`src/design/duad_params.svh`:
```
// Purpose: Constants for the dual serial board address decoder
// Assumes: 100 MHz system clock, 10-bit host I/O address
// Notes:   Offsets are byte offsets inside the 32-location window
`ifndef DUAD_PARAMS_SVH
`define DUAD_PARAMS_SVH

`define DUAD_ADDR_W            10
`define DUAD_WIN_LSB           5
`define DUAD_OFF_W             5
`define DUAD_OFF_PORT_B        5'h08
`define DUAD_OFF_IRQ_STATUS    5'h10
`define DUAD_REG_DIV_LOW       3'h0
`define DUAD_REG_DIV_HIGH      3'h1
`define DUAD_REG_INT_ENABLE    3'h1
`define DUAD_REG_INT_ID        3'h2
`define DUAD_REG_LINE_CTRL     3'h3
`define DUAD_REG_MODEM_CTRL    3'h4
`define DUAD_REG_LINE_STATUS   3'h5
`define DUAD_REG_MODEM_STATUS  3'h6
`define DUAD_REG_SCRATCH       3'h7
`define DUAD_DIV_LATCH_BIT     7
`define DUAD_LCR_RESET         8'h00
`define DUAD_DIV_RESET         16'h000C
`define DUAD_OVERSAMPLE        32
`define DUAD_SYS_CLK_HZ        100000000
`define DUAD_REF_CLK_HZ        1843200
`define DUAD_IIR_NONE          8'h01
`define DUAD_IIR_THR_EMPTY     8'h02
`define DUAD_IIR_RX_AVAIL      8'h04
`define DUAD_LSR_IDLE          8'h60
`define DUAD_IRQ_LINES         13

`endif

```
`src/design/duad_pkg.sv`:
```
// Purpose: Types for the dual serial board address decoder
// Assumes: Included constants header is on the include path
// Notes:   Holds per-port state and whole-block state structs
`include "duad_params.svh"

package duad_pkg;

    // Register state of one serial port
    typedef struct packed {
        logic [7:0]  line_control;
        logic [15:0] baud_divisor;
        logic [7:0]  int_enable;
        logic [7:0]  modem_control;
        logic [7:0]  scratch;
        logic [7:0]  rx_data;
        logic        rx_ready;
        logic        tx_empty;
        logic [15:0] tick_count;
        logic [4:0]  bit_phase;
        logic        baud_tick;
    } duad_port_t;

    // Whole block state
    typedef struct packed {
        duad_port_t [1:0] port;
        logic [7:0]       read_data;
        logic [1:0]       cs;
        logic             status_cs;
        logic [12:0]      irq;
        logic [1:0]       baud_tick;
        logic [31:0]      ref_acc;
    } duad_state_t;

endpackage

```
`src/design/duad_decoder.sv`:
```
// Purpose: Host I/O bus decoder and register set for a two-port serial board
// Assumes: Bus strobes are synchronous to clk_in; jumpers are static
// Notes:   Serial framing is outside; each port exposes a tick and data handoff
`timescale 1ns/1ps
`default_nettype none

module duad_decoder
    import duad_pkg::*;
#(
    parameter int REF_CLK_HZ = `DUAD_REF_CLK_HZ,
    parameter int SYS_CLK_HZ = `DUAD_SYS_CLK_HZ
) (
    input  wire logic                    clk_in,
    input  wire logic                    rst_in,
    input  wire logic [`DUAD_ADDR_W-1:0] addr_in,
    input  wire logic                    addr_high_zero_in,
    input  wire logic                    io_read_in,
    input  wire logic                    io_write_in,
    input  wire logic [7:0]              write_data_in,
    input  wire logic [4:0]              base_address_jumpers_in,
    input  wire logic [3:0]              host_interrupt_line_choice_in,
    input  wire logic [1:0]              rx_strobe_in,
    input  wire logic [15:0]             rx_byte_in,
    input  wire logic [1:0]              tx_done_in,
    output logic      [7:0]              read_data_out,
    output logic      [1:0]              port_select_out,
    output logic                         status_select_out,
    output logic      [12:0]             host_irq_out,
    output logic      [1:0]              baud_tick_out
);

    ////////////////////////////////////////////////////////////////////////////
    // Input synchronisers: every outside pin except rst_in passes two flops before use
    logic [2*(`DUAD_ADDR_W+1+2+8+5+4+2+16+2)-1:0] sync_q;
    logic [`DUAD_ADDR_W-1:0] addr;
    logic                    high_zero, rd, wr;
    logic [7:0]              wdata;
    logic [4:0]              jumpers;
    logic [3:0]              irq_choice;
    logic [1:0]              rx_stb, tx_done;
    logic [15:0]             rx_byte;
    localparam int SW = `DUAD_ADDR_W + 1 + 2 + 8 + 5 + 4 + 2 + 16 + 2;

    // First stage feeds only the second stage
    always_ff @(posedge clk_in) begin
        sync_q <= {sync_q[SW-1:0],
                   addr_in, addr_high_zero_in, io_read_in, io_write_in, write_data_in,
                   base_address_jumpers_in, host_interrupt_line_choice_in,
                   rx_strobe_in, rx_byte_in, tx_done_in};
    end

    assign {addr, high_zero, rd, wr, wdata, jumpers, irq_choice,
            rx_stb, rx_byte, tx_done} = sync_q[2*SW-1:SW];

    ////////////////////////////////////////////////////////////////////////////
    // Edge detect on strobes so a held strobe acts once
    logic [1:0] strobe_prev;
    logic [1:0] rx_prev;
    logic       rd_edge, wr_edge;

    always_ff @(posedge clk_in) begin
        if (rst_in) begin
            strobe_prev <= 2'h0;
            rx_prev     <= 2'h0;
        end else begin
            strobe_prev <= {rd, wr};
            rx_prev     <= rx_stb;
        end
    end

    assign rd_edge = rd & ~strobe_prev[1];
    assign wr_edge = wr & ~strobe_prev[0];

    ////////////////////////////////////////////////////////////////////////////
    // Interrupt identification for one port, received data (code 04) wins over transmit empty (code 02)
    function automatic logic [7:0] int_ident(input duad_port_t p);
        if (p.int_enable[0] && p.rx_ready) begin
            int_ident = `DUAD_IIR_RX_AVAIL;
        end else if (p.int_enable[1] && p.tx_empty) begin
            int_ident = `DUAD_IIR_THR_EMPTY;
        end else begin
            int_ident = `DUAD_IIR_NONE;
        end
    endfunction

    // Port requests service when an identified cause exists and output gate is open
    function automatic logic port_irq(input duad_port_t p);
        logic [7:0] ident;
        ident    = int_ident(p);
        port_irq = ~ident[0] & p.modem_control[3];
    endfunction

    ////////////////////////////////////////////////////////////////////////////
    // Block state, one struct registered as a whole
    duad_state_t st, next_st;
    logic        board_hit;
    logic [4:0]  offset;
    logic        sel_b;
    logic        div_access;
    logic [2:0]  reg_idx;
    logic [31:0] next_acc;

    always_comb begin
        next_st = st;
        // Jumper on reads zero, off reads one, each on its own line
        board_hit = high_zero && (addr[`DUAD_ADDR_W-1:`DUAD_WIN_LSB] == jumpers);
        offset    = addr[`DUAD_OFF_W-1:0];
        sel_b     = offset[3];
        reg_idx   = offset[2:0];
        div_access = st.port[sel_b].line_control[`DUAD_DIV_LATCH_BIT];
        next_st.cs        = 2'h0;
        next_st.status_cs = 1'b0;
        next_st.baud_tick = 2'h0;

        // Shared reference clock from a phase accumulator; fixed rate for both ports
        next_acc = st.ref_acc + 32'(REF_CLK_HZ);
        if (next_acc >= 32'(SYS_CLK_HZ)) begin
            next_acc = next_acc - 32'(SYS_CLK_HZ);
        end
        next_st.ref_acc = next_acc;

        // Per-port divider: 32 reference edges times divisor per bit
        for (int i = 0; i < 2; i++) begin
            if (st.ref_acc + 32'(REF_CLK_HZ) >= 32'(SYS_CLK_HZ)) begin
                if (st.port[i].tick_count + 16'h0001 >= st.port[i].baud_divisor) begin
                    next_st.port[i].tick_count = 16'h0000;
                    next_st.port[i].bit_phase  = st.port[i].bit_phase + 5'h01;
                    if (st.port[i].bit_phase == 5'(`DUAD_OVERSAMPLE - 1)) begin
                        next_st.baud_tick[i] = 1'b1;
                    end
                end else begin
                    next_st.port[i].tick_count = st.port[i].tick_count + 16'h0001;
                end
            end
        end

        // Bus access, only inside the claimed window and on a valid strobe
        if (board_hit && (rd_edge || wr_edge)) begin
            if (!offset[4]) begin
                next_st.cs[sel_b] = 1'b1;
            end else if (offset == `DUAD_OFF_IRQ_STATUS && rd_edge) begin
                next_st.status_cs = 1'b1;
            end
        end

        if (board_hit && wr_edge && !offset[4]) begin
            unique case (reg_idx)
                `DUAD_REG_DIV_LOW: begin
                    if (div_access) begin
                        next_st.port[sel_b].baud_divisor[7:0] = wdata;
                    end else begin
                        next_st.port[sel_b].tx_empty = 1'b0;
                    end
                end
                `DUAD_REG_DIV_HIGH: begin
                    if (div_access) begin
                        next_st.port[sel_b].baud_divisor[15:8] = wdata;
                    end else begin
                        next_st.port[sel_b].int_enable = {4'h0, wdata[3:0]};
                    end
                end
                `DUAD_REG_LINE_CTRL:   next_st.port[sel_b].line_control  = wdata;
                `DUAD_REG_MODEM_CTRL:  next_st.port[sel_b].modem_control = {3'h0, wdata[4:0]};
                `DUAD_REG_SCRATCH:     next_st.port[sel_b].scratch       = wdata;
                default: ;
            endcase
        end

        // Read data path; unused offsets read zero and writes there are dropped
        if (board_hit && rd_edge) begin
            next_st.read_data = 8'h00;
            if (offset == `DUAD_OFF_IRQ_STATUS) begin
                next_st.read_data = {6'h00, port_irq(st.port[1]), port_irq(st.port[0])};
            end else if (!offset[4]) begin
                unique case (reg_idx)
                    `DUAD_REG_DIV_LOW: begin
                        if (div_access) begin
                            next_st.read_data = st.port[sel_b].baud_divisor[7:0];
                        end else begin
                            next_st.read_data = st.port[sel_b].rx_data;
                            next_st.port[sel_b].rx_ready = 1'b0;
                        end
                    end
                    `DUAD_REG_DIV_HIGH: begin
                        next_st.read_data = div_access ? st.port[sel_b].baud_divisor[15:8]
                                                       : st.port[sel_b].int_enable;
                    end
                    `DUAD_REG_INT_ID:      next_st.read_data = int_ident(st.port[sel_b]);
                    `DUAD_REG_LINE_CTRL:   next_st.read_data = st.port[sel_b].line_control;
                    `DUAD_REG_MODEM_CTRL:  next_st.read_data = st.port[sel_b].modem_control;
                    `DUAD_REG_LINE_STATUS: begin
                        next_st.read_data = {1'b0, st.port[sel_b].tx_empty, st.port[sel_b].tx_empty,
                                             4'h0, st.port[sel_b].rx_ready};
                    end
                    `DUAD_REG_MODEM_STATUS: next_st.read_data = 8'h00;
                    `DUAD_REG_SCRATCH:      next_st.read_data = st.port[sel_b].scratch;
                    default: ;
                endcase
            end
        end

        // Received byte arrival wins over a clearing read in the same cycle
        for (int i = 0; i < 2; i++) begin
            if (rx_stb[i] && !rx_prev[i]) begin
                next_st.port[i].rx_data  = rx_byte[8*i +: 8];
                next_st.port[i].rx_ready = 1'b1;
            end
            // Transmit done wins over a clearing write in the same cycle
            if (tx_done[i]) begin
                next_st.port[i].tx_empty = 1'b1;
            end
        end

        // Shared request onto the one line the jumper picks
        next_st.irq = 13'h0000;
        if ((port_irq(st.port[0]) || port_irq(st.port[1])) &&
            irq_choice < 4'(`DUAD_IRQ_LINES)) begin
            next_st.irq[irq_choice] = 1'b1;
        end
    end

    ////////////////////////////////////////////////////////////////////////////
    // State register with synchronous reset
    always_ff @(posedge clk_in) begin
        if (rst_in) begin
            st <= '0;
            for (int i = 0; i < 2; i++) begin
                st.port[i].line_control <= `DUAD_LCR_RESET;
                st.port[i].baud_divisor <= `DUAD_DIV_RESET;
                st.port[i].tx_empty     <= 1'b1;
            end
        end else begin
            st <= next_st;
        end
    end

    ////////////////////////////////////////////////////////////////////////////
    // Outputs straight from state flops
    assign read_data_out     = st.read_data;
    assign port_select_out   = st.cs;
    assign status_select_out = st.status_cs;
    assign host_irq_out      = st.irq;
    assign baud_tick_out     = st.baud_tick;

endmodule // duad_decoder

`default_nettype wire

```
`config.mk`:
```
export PLATFORM = sky130hd
export DESIGN_NAME = duad_decoder
export DESIGN_NICKNAME = d
export VERILOG_FILES = /design/src/design/duad_pkg.sv /design/src/design/duad_decoder.sv
export VERILOG_INCLUDE_DIRS = /design/src /design/src/design
export SDC_FILE = /design/constraint.sdc
export NUM_CORES = 1
export LEC_CHECK = 0
export CAP_MARGIN = 0
export CORE_MARGIN = 3
export CORE_UTILIZATION = 30
export DETAILED_ROUTE_END_ITERATION = 12
export DONT_BUFFER_PORTS = 1
export PLACE_DENSITY = 0.47
export REMOVE_ABC_BUFFERS = 1
export SLEW_MARGIN = 15
export SYNTH_ARGS = -nofsm -noshare
export SYNTH_HDL_FRONTEND = slang
export SYNTH_SLANG_ARGS = --single-unit
```
`constraint.sdc`:
```
create_clock -name clk_in -period 3.8 [get_ports clk_in]
set_input_delay 0.76 -clock clk_in [delete_from_list [all_inputs] [get_ports clk_in]]
set_output_delay 0.76 -clock clk_in [all_outputs]
set_load 0.005 [all_outputs]
```
==> impl_metrics.yaml <==
final_layout:
  stdcell_area_um2: 15000
  nNetsFinal: 1495
  final_util_pct: 34.6
  diodes: 0
  areaGrowthSynthToFinish_pct: 13.1
  fillCellCount: 4510
  drive_gt1_share_pct: 8.33
  finalNonFillerCells: 2013
min_path:
  whs_path_depth: 0
  hold_class: "in -> reg"
critical_path:
  crit_arrival_ns: 3.91
  endpoint: "st[156]"
  cp_data_required_time_ns: 4.27
  r2r_slack_ns: 0.37
  r2r_cells: 14
  worst_setup_path_start_kind: "flip-flop"
  critPathTopFamily: "simple AND/OR/NAND/NOR gates"
  cp_num_buf_inv: 1
  criticalPathCategory: "reg -> reg"
  rr_endpoint: "st[156]"
  r2r-start: "st[144]"
  path_cells: "nand3_1, or4_1, nor2_2, nand3_1, xnor2_1, ha_1, a21o_1, a21o_1, a21oi_1, o21ai_0, nor2_1, buf_4, o21bai_2, a21oi_1"
  slowest_stage: "or4_1"
  startpoint: "st[144]"
  cp-end-kind: "flip-flop"
  critPathMaxStageDelay_ns: 0.64
  path_max_fanout: 11
  path_depth: 14
die:
  io_pins: 78
  die_w_um: 216
  die_area_um2: 46800
  row_count: 76
  fp.coreArea_um2: 43400
  die-height_um: 216
  start_util_pct: 30.6
clocking:
  cts_setup_buffers: 0
  cts_tree: "built"
  insertion_delay_ns: 0.55
  cts_root_buf: "clkbuf_16"
  cts.sink_count: 312
  cts_buffers: 37
  clk_pin_slew_worst_paths_ns: 0.06
  clockBufferDepth: 3
  htreeDepth: 2
sta:
  setup_viol: 0
  finClkSkew_ns: 0.0240
  finalHoldViolCount: 0
  slew_violations: 0
  rsz0062_at_grt: "true"
  period_share_pct: 90.4
  final.min_clock_period_ns: 3.43
  tightest_slew_ns: 1.07
  hold_ws_ns: 0.232
  max_freq_mhz: 291
  slew_headroom_pct: 28.2
global_routing:
  overflow: 0
  groute.usage.overall_pct: 13.7
  grt_pass1_vias: 9212
  grt_max_degree: 164
  grt_pass1_wl_um: 51500
  antenna_found_initial: 0
routing:
  wl_met1_um: 15600
  wirelength_um: 32000
  wl_met2_um: 14500
  drc: 0
  dr.pass1.iters: 5
  top_layer_used: "met4"
  route.met3.wl_um: 1280
  vias: 9526
  ant_nets: 0
  first_iter_violations: 554
  vias_per_cell: 4.73
  wl_per_cell_um: 15.9
yosys:
  synth_edf_count: 0
  syn-instance-count: 1441
  synthFlopType: "dfxtp_1"
  ys_seq_area_share_pct: 47.1
  yosysWarnings: 0
  synth_area_um2: 13300
  synth_cell_types: 77
  async_flop_share_pct: 0
  synth-seq-cells: 312
  syn_area_per_cell_um2: 9.21
power:
  power_uw: 9150
  power_switching_uw: 2640
  max-vdd-ir-drop_uv: 404
  p_int_uw: 6520
  clkPwrFrac_pct: 41.6
  p_leak_uw: 0.00591
  comb_power_share_pct: 18.0
  swShare_pct: 28.8
  power_per_cell_area_nw_per_um2: 610
  p_seq_share_pct: 40.4
placement:
  dp_cells: 1946
  dp_hpwl_um: 21700
  portBuffers: 0
  dpl_cell_area_um2: 13700
  gp_congestion: 0.761
run_status:
  status: "completed"
run:
  maxCapViolations: 0
[layer usage]
| metal | GRT usage, % | vias up |
|---|---|---|
| met5 | 0 | - |
| met4 | 4.46 | 0 |
| met3 | 2.57 | 41 |
| met2 | 21.5 | 156 |
| met1 | 19.0 | 4485 |
| li1 | - | 4844 |
[cells by family after synthesis]
logic type,share of synthesized area [%]
XOR/XNOR,5.80
multiplexers,7.71
AND/OR/NAND/NOR,17.9
buffers and inverters,5.09
adder cells (fa/ha/maj),3.96
flip-flops,47.1
AO/OA/AOI/OAI,12.5
[final cells by class]
cell class	count	area (um^2)	area share (%)
well taps	585	732	4.88
inverters	41	154	1.03
repair buffers	23	185	1.23
clock inverters	23	319	2.13
multi-input cells	986	6360	42.4
flip-flops and latches	312	6250	41.6
clock buffers	43	1010	6.73
[cell usage in the layout, fill, tap and decap left out, types with 14 or more instances in the layout]
cell	synthesis	final
dfxtp_1	312	311
nor2_1	177	176
nand2_1	123	123
a21oi_1	94	94
mux2i_1	82	82
o21ai_0	62	62
xor2_1	48	48
ha_1	42	42
inv_1	41	41
xnor2_1	38	38
clkbuf_16	0	38
nand3_1	30	30
and2_1	24	24
nor2b_1	23	23
nor3_1	22	22
buf_4	29	22
and3_1	16	16
nand4_1	15	15
a21o_1	15	15
a211oi_1	14	14
[power by group through the flow]
stage,clock network (uW),registers [uW],logic [uW]
2_1_floorplan,0,3720,1170
3_3_place_gp,0,3770,1650
3_5_place_dp,0,3770,1660
4_1_cts,3950,3700,1670
5_1_grt,4080,3730,1880
6_report,3810,3700,1650
[per-stage QoR]
step,TNS [ns],setup WS (ns)
2_1_floorplan,0,0.0454
3_3_place_gp,0,0.453
3_5_place_dp,0,0.345
4_1_cts,0,0.320
5_1_grt,-0.0421,-0.0421
6_report,0,0.366
[timing repair]
action,CTS,global route
resized for setup,0,1
endpoints found under the setup margin,0,12
hold buffers,0,0
[Yosys cell counts, types with 14 or more instances]
cell,n,area share (%)
dfxtp_1,312,47
xnor2_1,38,2.5
and2_1,24,1.1
a211oi_1,14,0.79
nand4_1,15,0.71
nor2_1,177,5.0
buf_2,15,0.57
xor2_1,48,3.2
clkbuf_1,48,1.4
nor3_1,22,0.83
inv_1,41,1.2
buf_4,29,1.6
ha_1,42,4.0
a21o_1,15,0.85
a21oi_1,94,3.5
nand2_1,123,3.5
nor2b_1,23,1.1
and3_1,16,0.75
nand3_1,30,1.1
o21ai_0,62,2.3
mux2i_1,82,6.2
[worst min-delay path by stage]
| stage | endpoint | start |
|---|---|---|
| after floorplan | sync_q[50] | sync_q[0] |
| after global placement | sync_q[79] | sync_q[29] |
| after detailed placement | sync_q[53] | sync_q[3] |
| after CTS | sync_q[16] | rx_byte_in[14] |
| after global routing | sync_q[12] | rx_byte_in[10] |
| final | sync_q[16] | rx_byte_in[14] |
[sequential cells by signal, summed over array words and instances (netlist names)]
signal	count
st	182
status_select_out	1
strobe_prev	2
read_data_out	8
port_select_out	2
host_irq_out	13
sync_q	100
baud_tick_out	2
rx_prev	2
(Power assumes the default switching activity.)
